--- config.mk ---
export PLATFORM = sky130hd
export DESIGN_NAME = irs_top
export DESIGN_NICKNAME = d
export VERILOG_FILES = /design/src/rtl/irs_pkg.sv /design/src/rtl/irs_sticky.sv /design/src/rtl/irs_pin_change.sv /design/src/rtl/irs_top.sv
export SDC_FILE = /design/constraint.sdc
export NUM_CORES = 1
export LEC_CHECK = 0
export BUFFER_PORTS_ARGS = -buffer_cell sky130_fd_sc_hd__clkbuf_2
export CORE_MARGIN = 3
export CORE_UTILIZATION = 45
export CTS_CLUSTER_SIZE = 8
export DETAILED_ROUTE_END_ITERATION = 16
export PLACE_DENSITY_LB_ADDON = 0.05
export SETUP_SLACK_MARGIN = 0.1
export SYNTH_ARGS = -nofsm -noshare
export SYNTH_HDL_FRONTEND = slang
export SYNTH_SLANG_ARGS = --single-unit
--- constraint.sdc ---
create_clock -name clk -period 4.3 [get_ports clk]
set_clock_uncertainty 0.15 [all_clocks]
set_input_delay 0.645 -clock clk [delete_from_list [all_inputs] [get_ports clk]]
set_output_delay 0.645 -clock clk [all_outputs]
set_load 0.03 [all_outputs]
--- src/rtl/irs_pkg.sv ---
// Constants for the interrupt and reset-cause status block
package irs_pkg;
  localparam logic [7:0] ADDR_CTRL_LO = 8'h0b;
  localparam logic [7:0] ADDR_CTRL_HI = 8'h8b;
  localparam logic [7:0] ADDR_PFLAGS  = 8'h0c;
  localparam logic [7:0] ADDR_PEN     = 8'h8c;
  localparam logic [7:0] ADDR_RCAUSE  = 8'h8e;
  localparam logic [7:0] ADDR_PCMASK  = 8'h96;
  localparam logic [7:0] ADDR_PORT    = 8'h05;
  localparam int BIT_GIE   = 7;
  localparam int BIT_PGE   = 6;
  localparam int BIT_T0E   = 5;
  localparam int BIT_EXE   = 4;
  localparam int BIT_PCE   = 3;
  localparam int BIT_T0F   = 2;
  localparam int BIT_EXF   = 1;
  localparam int BIT_PCF   = 0;
  localparam int BIT_NVM   = 7;
  localparam int BIT_ADC   = 6;
  localparam int BIT_CMP   = 3;
  localparam int BIT_T1    = 0;
  localparam int BIT_NOPOR = 1;
  localparam int BIT_NOBOD = 0;
  localparam logic [7:0] PERIPH_MASK  = 8'hc9;
  localparam logic [7:0] RCAUSE_MASK  = 8'h03;
  localparam logic [5:0] PORT_MASK    = 6'h3f;
  localparam logic [7:0] CTRL_RESET   = 8'h00;
  localparam logic [7:0] PERIPH_RESET = 8'h00;
  localparam logic [5:0] PCMASK_RESET = 6'h00;
endpackage : irs_pkg

--- src/rtl/irs_sticky.sv ---
// One sticky flag: hardware set wins over software clear
`timescale 1ns/100ps
module irs_sticky
  import irs_pkg::*;
(
  input  wire logic clk,
  input  wire logic rst_n,
  input  wire logic set_i,
  input  wire logic wr_i,
  input  wire logic wdata_i,
  output logic      flag_q
);
  always_ff @(posedge clk)
  begin
    if (!rst_n)
      flag_q <= 1'b0;
    else if (set_i)
      flag_q <= 1'b1;
    else if (wr_i)
      flag_q <= wdata_i;
  end

  property p_set_holds;
    @(posedge clk) disable iff (!rst_n) set_i |=> flag_q;
  endproperty
  a_set_holds: assert property (p_set_holds) else $error("flag lost its set");

  property p_sticky;
    @(posedge clk) disable iff (!rst_n) (flag_q && !wr_i) |=> flag_q;
  endproperty
  a_sticky: assert property (p_sticky) else $error("flag dropped without write");
endmodule : irs_sticky

--- src/rtl/irs_pin_change.sv ---
// Pin-change detection against value latched at last port access (read or write)
`timescale 1ns/100ps
module irs_pin_change
  import irs_pkg::*;
(
  input  wire logic       clk,
  input  wire logic       rst_n,
  input  wire logic [5:0] pins_i,
  input  wire logic [5:0] mask_i,
  input  wire logic       port_access_i,
  output logic            mismatch_q
);
  logic [5:0] latched_q;

  always_ff @(posedge clk)
  begin
    if (!rst_n)
      latched_q <= 6'h00;
    else if (port_access_i)
      latched_q <= pins_i;
  end

  always_ff @(posedge clk)
  begin
    if (!rst_n)
      mismatch_q <= 1'b0;
    else if (port_access_i)
      mismatch_q <= 1'b0;
    else
      mismatch_q <= |((pins_i ^ latched_q) & mask_i & PORT_MASK);
  end

  property p_masked;
    @(posedge clk) disable iff (!rst_n)
      (!port_access_i && ((pins_i ^ latched_q) & mask_i) == 6'h00) |=> !mismatch_q;
  endproperty
  a_masked: assert property (p_masked) else $error("mismatch from masked pin");

  property p_access_ends;
    @(posedge clk) disable iff (!rst_n) port_access_i |=> !mismatch_q;
  endproperty
  a_access_ends: assert property (p_access_ends) else $error("access kept mismatch");
endmodule : irs_pin_change

--- src/rtl/irs_top.sv ---
// Interrupt enables, flags, request and reset-cause status
`timescale 1ns/100ps
module irs_top
  import irs_pkg::*;
(
  input  wire logic       clk,
  input  wire logic       rst_n,
  input  wire logic [7:0] addr,
  input  wire logic [7:0] wdata,
  input  wire logic       wr_en,
  input  wire logic       rd_en,
  output logic [7:0]      rdata_q,
  input  wire logic       timer0_wrap,
  input  wire logic       ext_pin_edge,
  input  wire logic [5:0] port_pins,
  input  wire logic       nvm_write_done,
  input  wire logic       conversion_done,
  input  wire logic       comparator_change,
  input  wire logic       timer1_wrap,
  input  wire logic       por_event,
  input  wire logic       brownout_event,
  output logic            irq_q
);
  function automatic logic hit(input logic [7:0] a, input logic [7:0] ref_a);
    hit = (a == ref_a);
  endfunction : hit

  logic       wr_ctrl;
  logic       wr_pf;
  logic       wr_pe;
  logic       wr_rc;
  logic       wr_pm;
  logic       port_access;
  logic [4:0] ctrl_en_q;
  logic [7:0] pen_q;
  logic [5:0] pcmask_q;
  logic [1:0] rcause_q;
  logic       mismatch_q;
  logic [2:0] core_flags;
  logic [7:0] pflags;
  logic [7:0] ctrl_rd;
  logic [2:0] core_set;
  logic [7:0] periph_set;

  assign wr_ctrl     = wr_en && (hit(addr, ADDR_CTRL_LO) || hit(addr, ADDR_CTRL_HI));
  assign wr_pf       = wr_en && hit(addr, ADDR_PFLAGS);
  assign wr_pe       = wr_en && hit(addr, ADDR_PEN);
  assign wr_rc       = wr_en && hit(addr, ADDR_RCAUSE);
  assign wr_pm       = wr_en && hit(addr, ADDR_PCMASK);
  assign port_access = (wr_en || rd_en) && hit(addr, ADDR_PORT);

  // Enable bits of the control register
  always_ff @(posedge clk)
  begin
    if (!rst_n)
      ctrl_en_q <= CTRL_RESET[7:3];
    else if (wr_ctrl)
      ctrl_en_q <= wdata[7:3];
  end

  // Peripheral enables, only implemented bits kept
  always_ff @(posedge clk)
  begin
    if (!rst_n)
      pen_q <= PERIPH_RESET;
    else if (wr_pe)
      pen_q <= wdata & PERIPH_MASK;
  end

  always_ff @(posedge clk)
  begin
    if (!rst_n)
      pcmask_q <= PCMASK_RESET;
    else if (wr_pm)
      pcmask_q <= wdata[5:0] & PORT_MASK;
  end

  // Reset-cause bits: events clear, software writes back
  always_ff @(posedge clk)
  begin
    if (!rst_n)
      rcause_q <= 2'b00;
    else
    begin
      if (por_event)
        rcause_q[BIT_NOPOR] <= 1'b0;
      else if (wr_rc)
        rcause_q[BIT_NOPOR] <= wdata[BIT_NOPOR];
      if (brownout_event)
        rcause_q[BIT_NOBOD] <= 1'b0;
      else if (wr_rc)
        rcause_q[BIT_NOBOD] <= wdata[BIT_NOBOD];
    end
  end

  irs_pin_change u_pin_change (
    .clk           (clk),
    .rst_n         (rst_n),
    .pins_i        (port_pins),
    .mask_i        (pcmask_q),
    .port_access_i (port_access),
    .mismatch_q    (mismatch_q)
  );

  assign core_set = {timer0_wrap, ext_pin_edge, mismatch_q};

  genvar gi;
  generate
    for (gi = 0; gi < 3; gi++)
    begin : g_core
      irs_sticky u_flag (
        .clk     (clk),
        .rst_n   (rst_n),
        .set_i   (core_set[gi]),
        .wr_i    (wr_ctrl),
        .wdata_i (wdata[gi]),
        .flag_q  (core_flags[gi])
      );
    end
  endgenerate

  always_comb
  begin
    periph_set          = 8'h00;
    periph_set[BIT_NVM] = nvm_write_done;
    periph_set[BIT_ADC] = conversion_done;
    periph_set[BIT_CMP] = comparator_change;
    periph_set[BIT_T1]  = timer1_wrap;
  end

  generate
    for (gi = 0; gi < 8; gi++)
    begin : g_periph
      if (PERIPH_MASK[gi])
      begin : g_impl
        irs_sticky u_flag (
          .clk     (clk),
          .rst_n   (rst_n),
          .set_i   (periph_set[gi]),
          .wr_i    (wr_pf),
          .wdata_i (wdata[gi]),
          .flag_q  (pflags[gi])
        );
      end
      else
      begin : g_none
        assign pflags[gi] = 1'b0;
      end
    end
  endgenerate

  assign ctrl_rd = {ctrl_en_q, core_flags};

  // Read data one cycle after the strobe
  always_ff @(posedge clk)
  begin
    if (!rst_n)
      rdata_q <= 8'h00;
    else if (rd_en)
    begin
      if (hit(addr, ADDR_CTRL_LO) || hit(addr, ADDR_CTRL_HI))
        rdata_q <= ctrl_rd;
      else if (hit(addr, ADDR_PFLAGS))
        rdata_q <= pflags;
      else if (hit(addr, ADDR_PEN))
        rdata_q <= pen_q;
      else if (hit(addr, ADDR_RCAUSE))
        rdata_q <= {6'h00, rcause_q};
      else if (hit(addr, ADDR_PCMASK))
        rdata_q <= {2'b00, pcmask_q};
      else
        rdata_q <= 8'h00;
    end
    else
      rdata_q <= 8'h00;
  end

  // Interrupt request to the core
  always_ff @(posedge clk)
  begin
    if (!rst_n)
      irq_q <= 1'b0;
    else
      irq_q <= ctrl_en_q[BIT_GIE-3] &&
               (|(ctrl_en_q[2:0] & core_flags) ||
                (ctrl_en_q[BIT_PGE-3] && |(pen_q & pflags)));
  end

  property p_no_periph_without_group;
    @(posedge clk) disable iff (!rst_n)
      (!ctrl_en_q[BIT_PGE-3] && !(|(ctrl_en_q[2:0] & core_flags))) |=> !irq_q;
  endproperty
  a_no_periph_without_group: assert property (p_no_periph_without_group)
    else $error("peripheral irq without group enable");

  property p_gie_gates;
    @(posedge clk) disable iff (!rst_n) !ctrl_en_q[BIT_GIE-3] |=> !irq_q;
  endproperty
  a_gie_gates: assert property (p_gie_gates) else $error("irq without global enable");

  property p_core_irq;
    @(posedge clk) disable iff (!rst_n)
      (ctrl_en_q[BIT_GIE-3] && ctrl_en_q[BIT_T0E-3] && core_flags[BIT_T0F]) |=> irq_q;
  endproperty
  a_core_irq: assert property (p_core_irq) else $error("missing timer0 irq");

  property p_alias_read;
    @(posedge clk) disable iff (!rst_n)
      (rd_en && hit(addr, ADDR_CTRL_HI)) |=> rdata_q == $past(ctrl_rd);
  endproperty
  a_alias_read: assert property (p_alias_read) else $error("alias read mismatch");

  property p_rcause_upper;
    @(posedge clk) disable iff (!rst_n)
      (rd_en && hit(addr, ADDR_RCAUSE)) |=> rdata_q[7:2] == 6'h00;
  endproperty
  a_rcause_upper: assert property (p_rcause_upper) else $error("reset cause upper set");

  property p_por_clears;
    @(posedge clk) disable iff (!rst_n) por_event |=> !rcause_q[BIT_NOPOR];
  endproperty
  a_por_clears: assert property (p_por_clears) else $error("por bit not cleared");

  property p_bod_clears;
    @(posedge clk) disable iff (!rst_n) brownout_event |=> !rcause_q[BIT_NOBOD];
  endproperty
  a_bod_clears: assert property (p_bod_clears) else $error("bod bit not cleared");

  property p_pen_unimpl;
    @(posedge clk) disable iff (!rst_n) (pen_q & ~PERIPH_MASK) == 8'h00;
  endproperty
  a_pen_unimpl: assert property (p_pen_unimpl) else $error("unimplemented enable set");

  property p_flag_sets;
    @(posedge clk) disable iff (!rst_n) conversion_done |=> pflags[BIT_ADC];
  endproperty
  a_flag_sets: assert property (p_flag_sets) else $error("adc flag not set");

  property p_nvm_sets;
    @(posedge clk) disable iff (!rst_n) nvm_write_done |=> pflags[BIT_NVM];
  endproperty
  a_nvm_sets: assert property (p_nvm_sets) else $error("nvm flag not set");

  property p_cmp_sets;
    @(posedge clk) disable iff (!rst_n) comparator_change |=> pflags[BIT_CMP];
  endproperty
  a_cmp_sets: assert property (p_cmp_sets) else $error("cmp flag not set");

  property p_t1_sets;
    @(posedge clk) disable iff (!rst_n) timer1_wrap |=> pflags[BIT_T1];
  endproperty
  a_t1_sets: assert property (p_t1_sets) else $error("timer1 flag not set");

  property p_t0_sets;
    @(posedge clk) disable iff (!rst_n) timer0_wrap |=> core_flags[BIT_T0F];
  endproperty
  a_t0_sets: assert property (p_t0_sets) else $error("timer0 flag not set");

  property p_ext_sets;
    @(posedge clk) disable iff (!rst_n) ext_pin_edge |=> core_flags[BIT_EXF];
  endproperty
  a_ext_sets: assert property (p_ext_sets) else $error("ext flag not set");

  property p_pc_sets;
    @(posedge clk) disable iff (!rst_n) mismatch_q |=> core_flags[BIT_PCF];
  endproperty
  a_pc_sets: assert property (p_pc_sets) else $error("change flag not set");

  property p_rd_idle;
    @(posedge clk) disable iff (!rst_n) !rd_en |=> rdata_q == 8'h00;
  endproperty
  a_rd_idle: assert property (p_rd_idle) else $error("read data outside read");

  property p_pe_write;
    @(posedge clk) disable iff (!rst_n) wr_pe |=> pen_q == ($past(wdata) & PERIPH_MASK);
  endproperty
  a_pe_write: assert property (p_pe_write) else $error("enable write lost");

  property p_pcmask_write;
    @(posedge clk) disable iff (!rst_n)
      wr_pm |=> {2'b00, pcmask_q} == ($past(wdata) & {2'b00, PORT_MASK});
  endproperty
  a_pcmask_write: assert property (p_pcmask_write) else $error("mask write lost");

  property p_rcause_write;
    @(posedge clk) disable iff (!rst_n)
      (wr_rc && !por_event && !brownout_event) |=>
        {6'h00, rcause_q} == ($past(wdata) & RCAUSE_MASK);
  endproperty
  a_rcause_write: assert property (p_rcause_write) else $error("cause write lost");

  property p_periph_irq;
    @(posedge clk) disable iff (!rst_n)
      (ctrl_en_q[BIT_GIE-3] && ctrl_en_q[BIT_PGE-3] && |(pen_q & pflags)) |=> irq_q;
  endproperty
  a_periph_irq: assert property (p_periph_irq) else $error("missing periph irq");

  property p_ext_irq;
    @(posedge clk) disable iff (!rst_n)
      (ctrl_en_q[BIT_GIE-3] && ctrl_en_q[BIT_EXE-3] && core_flags[BIT_EXF]) |=> irq_q;
  endproperty
  a_ext_irq: assert property (p_ext_irq) else $error("missing ext irq");

  property p_pc_irq;
    @(posedge clk) disable iff (!rst_n)
      (ctrl_en_q[BIT_GIE-3] && ctrl_en_q[BIT_PCE-3] && core_flags[BIT_PCF]) |=> irq_q;
  endproperty
  a_pc_irq: assert property (p_pc_irq) else $error("missing change irq");
endmodule : irs_top

==> impl_metrics.yaml <==
logic_synthesis:
  syn-num-nets: 226
  synth_ff_type: "dfxtp_1"
  synth-xor-area-share_pct: 2.86
  yosysWarnings: 0
  synthMuxAreaShare_pct: 9.33
  syn_avg_cell_area_um2: 9.57
  synth_async_sr_flop_share_pct: 0
  syn_area_mm2: 0.00184
  synth_compound_area_share_pct: 15.8
  synth-seq-area-share_pct: 43.6
  ys_types: 39
  syn_inst: 192
  synthTopCellsByArea: "dfxtp_1 44%, mux2i_1 8.7%, nand2_1 4.9%"
  yosys_register_bits: 40
  synth_top_family_by_area: "simple AND/OR/NAND/NOR gates"
  synthSimpleGateAreaFrac_pct: 26.6
  synth-adder-area-share_pct: 0
  synth_edf_count: 0
  netlist.area_leader.share_pct: 43.6
  synth_top_area_cell: "dfxtp_1"
layout:
  final_nets: 267
  drive_gt1_share_pct: 25.2
  diodes: 0
  fin_area_mm2: 0.00218
  final_cell_mix: "42 x clkbuf_2, 40 x dfxtp_1, 24 x nand2_1"
  final_common_cell: "clkbuf_2"
  area_growth_pct: 18.7
global_routing:
  grt_pass1_vias: 1570
  antenna_found_initial: 0
  grt_max_degree: 39
  grt_first_pass_wirelength_um: 7610
  gr-total-overflow: 0
  gr-usage-all-layers_pct: 19.9
clocking:
  clkLatencyLatePin_ps: 290
  post-cts-setup-buffers: 0
  cts-resized-gates: 0
  cts.sinks: 40
  hold_buffers: 0
  htree_levels: 2
  root_buffer: "clkbuf_8"
  cts_tree: "built"
  clk_pin_slew_ps: 80
  cts_buffer_depth: 2
  cts_buffers: 5
setup_path:
  crit_chain: "clkbuf_2 > nor4b_4 > nand3_1 > o311a_1"
  critPathMaxFanout: 11
  critPathLaunchType: "input pin"
  cp.depth: 4
  r2r_end: "rdata_q[3]"
  required_ps: 4340
  max_stage_delay_ps: 460
  crit_type: "in2reg"
  crit_slowest_cell: "nand3_1"
  cp-end-kind: "flip-flop"
  crit-reg2reg-launch: "g_periph[3].g_impl.u_flag.flag_q"
  cp_data_arrival_time_ps: 2080
  crit_family: "simple AND/OR/NAND/NOR gates"
  ff2ff_path_depth: 3
  regToRegSetupSlack_ps: 3090
  path_buf_inv: 1
flow_run:
  max-cap-violations: 0
sta:
  slew_headroom_pct: 38.8
  tightest_slew_ps: 914
  tns_ps: 0
  hold_viol: 0
  max_clock_freq_ghz: 0.489
  finalMaxSlewViolations: 0
  setup_viol: 0
  fin_ws_ps: 2250
  min_period_ps: 2050
  finalCritPeriodShare_pct: 47.6
  rsz0062_at_grt: "false"
power:
  peakVddDrop_mv: 0.205
  p_int_w: 0.000574
  pwr-share-seq_pct: 51.1
  power.share.clock_pct: 40.6
  total_power_w: 0.000740
  p_leak_nw: 0.943
  p_sw_w: 0.000166
  switching_share_pct: 22.5
  comb_power_share_pct: 8.3
  power.density_mw_per_mm2: 339
worst_hold_path:
  holdPathStages: 2
  hp-start: "ctrl_en_q[4]"
  hold_class: "reg2reg"
  min_to: "irq_q"
place:
  gp_congestion: 0.813
  port_buffers: 42
  post-dp-hpwl_um: 3440
  pre_cts_slack_ps: 1940
  placed_area_mm2: 0.00207
drt:
  via_per_inst: 5.65
  vias: 1592
  drt_pass1_iterations: 4
  avgRoutedWirePerCell_um: 16.4
  ant_nets: 0
  wl_um: 4620
  drc: 0
  dr.first_iter.drc_count: 156
floorplan:
  io_pins: 43
  die_area_mm2: 0.00489
  rows: 22
  start_util_pct: 48.4
  die_w_um: 69.9
  die_y_um: 69.9
  design.core.area_mm2: 0.00380
run_status:
  status: "finished clean"
-- stage by stage --
step,hold WS [ps],std cells,utilization (%)
2_1_floorplan,275,192,-
3_3_place_gp,305,274,54.6
3_5_place_dp,303,274,54.6
4_1_cts,312,282,57.4
5_1_grt,327,282,57.4
6_report,309,282,57.4
-- metal layers --
layer  vias up  track usage, %  part of all wire, %
li1        785               -                    -
met1       750            26.0                   46
met2        53            30.5                   47
met3         4            5.61                  6.4
met4         0            8.51                 0.89
met5         -               0                    0
-- power by group through the flow --
| stage | clock, W | combinational, W | sequential (W) |
|---|---|---|---|
| after floorplan | 0 | 0.0000301 | 0.000386 |
| after global placement | 0 | 0.0000583 | 0.000387 |
| final | 0.000301 | 0.0000612 | 0.000378 |
| after global routing | 0.000328 | 0.0000670 | 0.000379 |
| after CTS | 0.000312 | 0.0000610 | 0.000378 |
| after detailed placement | 0 | 0.0000604 | 0.000387 |
-- flip-flops by register name (all words and copies together), names as in the netlist --
name	cells
irq_q	1
u_pin_change.mismatch_q	1
rdata_q	8
g_periph.g_impl.u_flag.flag_q	4
pcmask_q	6
g_core.u_flag.flag_q	3
rcause_q	2
ctrl_en_q	5
pen_q	4
u_pin_change.latched_q	6
-- cells by family after synthesis --
| logic type | count (synthesis) |
|---|---|
| and+or+nand+nor | 83 |
| DFF | 40 |
| AOI/OAI and AO/OA | 38 |
| muxes | 17 |
| buffers and inverters | 8 |
| xor gates and xnor gates | 6 |
-- worst max path at each step --
stage                     startpoint                      end  slack, ps
after floorplan              addr[4]              rcause_q[0]       2300
after global routing         addr[4]  g_core[2].u_flag.flag_q       2120
final                        addr[4]  g_core[1].u_flag.flag_q       2250
after global placement       addr[4]  g_core[1].u_flag.flag_q       1990
after detailed placement     addr[4]  g_core[1].u_flag.flag_q       1940
after CTS                    addr[4]  g_core[1].u_flag.flag_q       2250
-- cell usage after synthesis, types with 2 or more instances --
master and number:
dfxtp_1 40, nand2_1 24, nor2_1 17, mux2i_1 16, nand3_1 12, nor2b_1 11
o311a_1 7, a21boi_0 6, o21ai_0 6, xor2_1 6, a22oi_1 5, clkbuf_1 5
a21oi_1 3, buf_2 3, a222oi_1 2, a22o_1 2, and3b_1 2, nand3b_1 2
nor3_4 2, nor3b_2 2
-- layout make-up --
class                      instances  area, um^2
clock buffer                       6        72.6
clock inverter                     2        35.0
fill                             374        1620
multi-input combinational        144        1000
sequential                        40         801
tap                               48        60.1
timing repair buffer              42         210
-- worst min-delay path: cells and delay by family, from the launching register on --
family	cells	cell delay (ps)
compound gates	1	30
flops	1	330
simple gates	1	60
No activity file was read; power rests on OpenSTA's default activity.
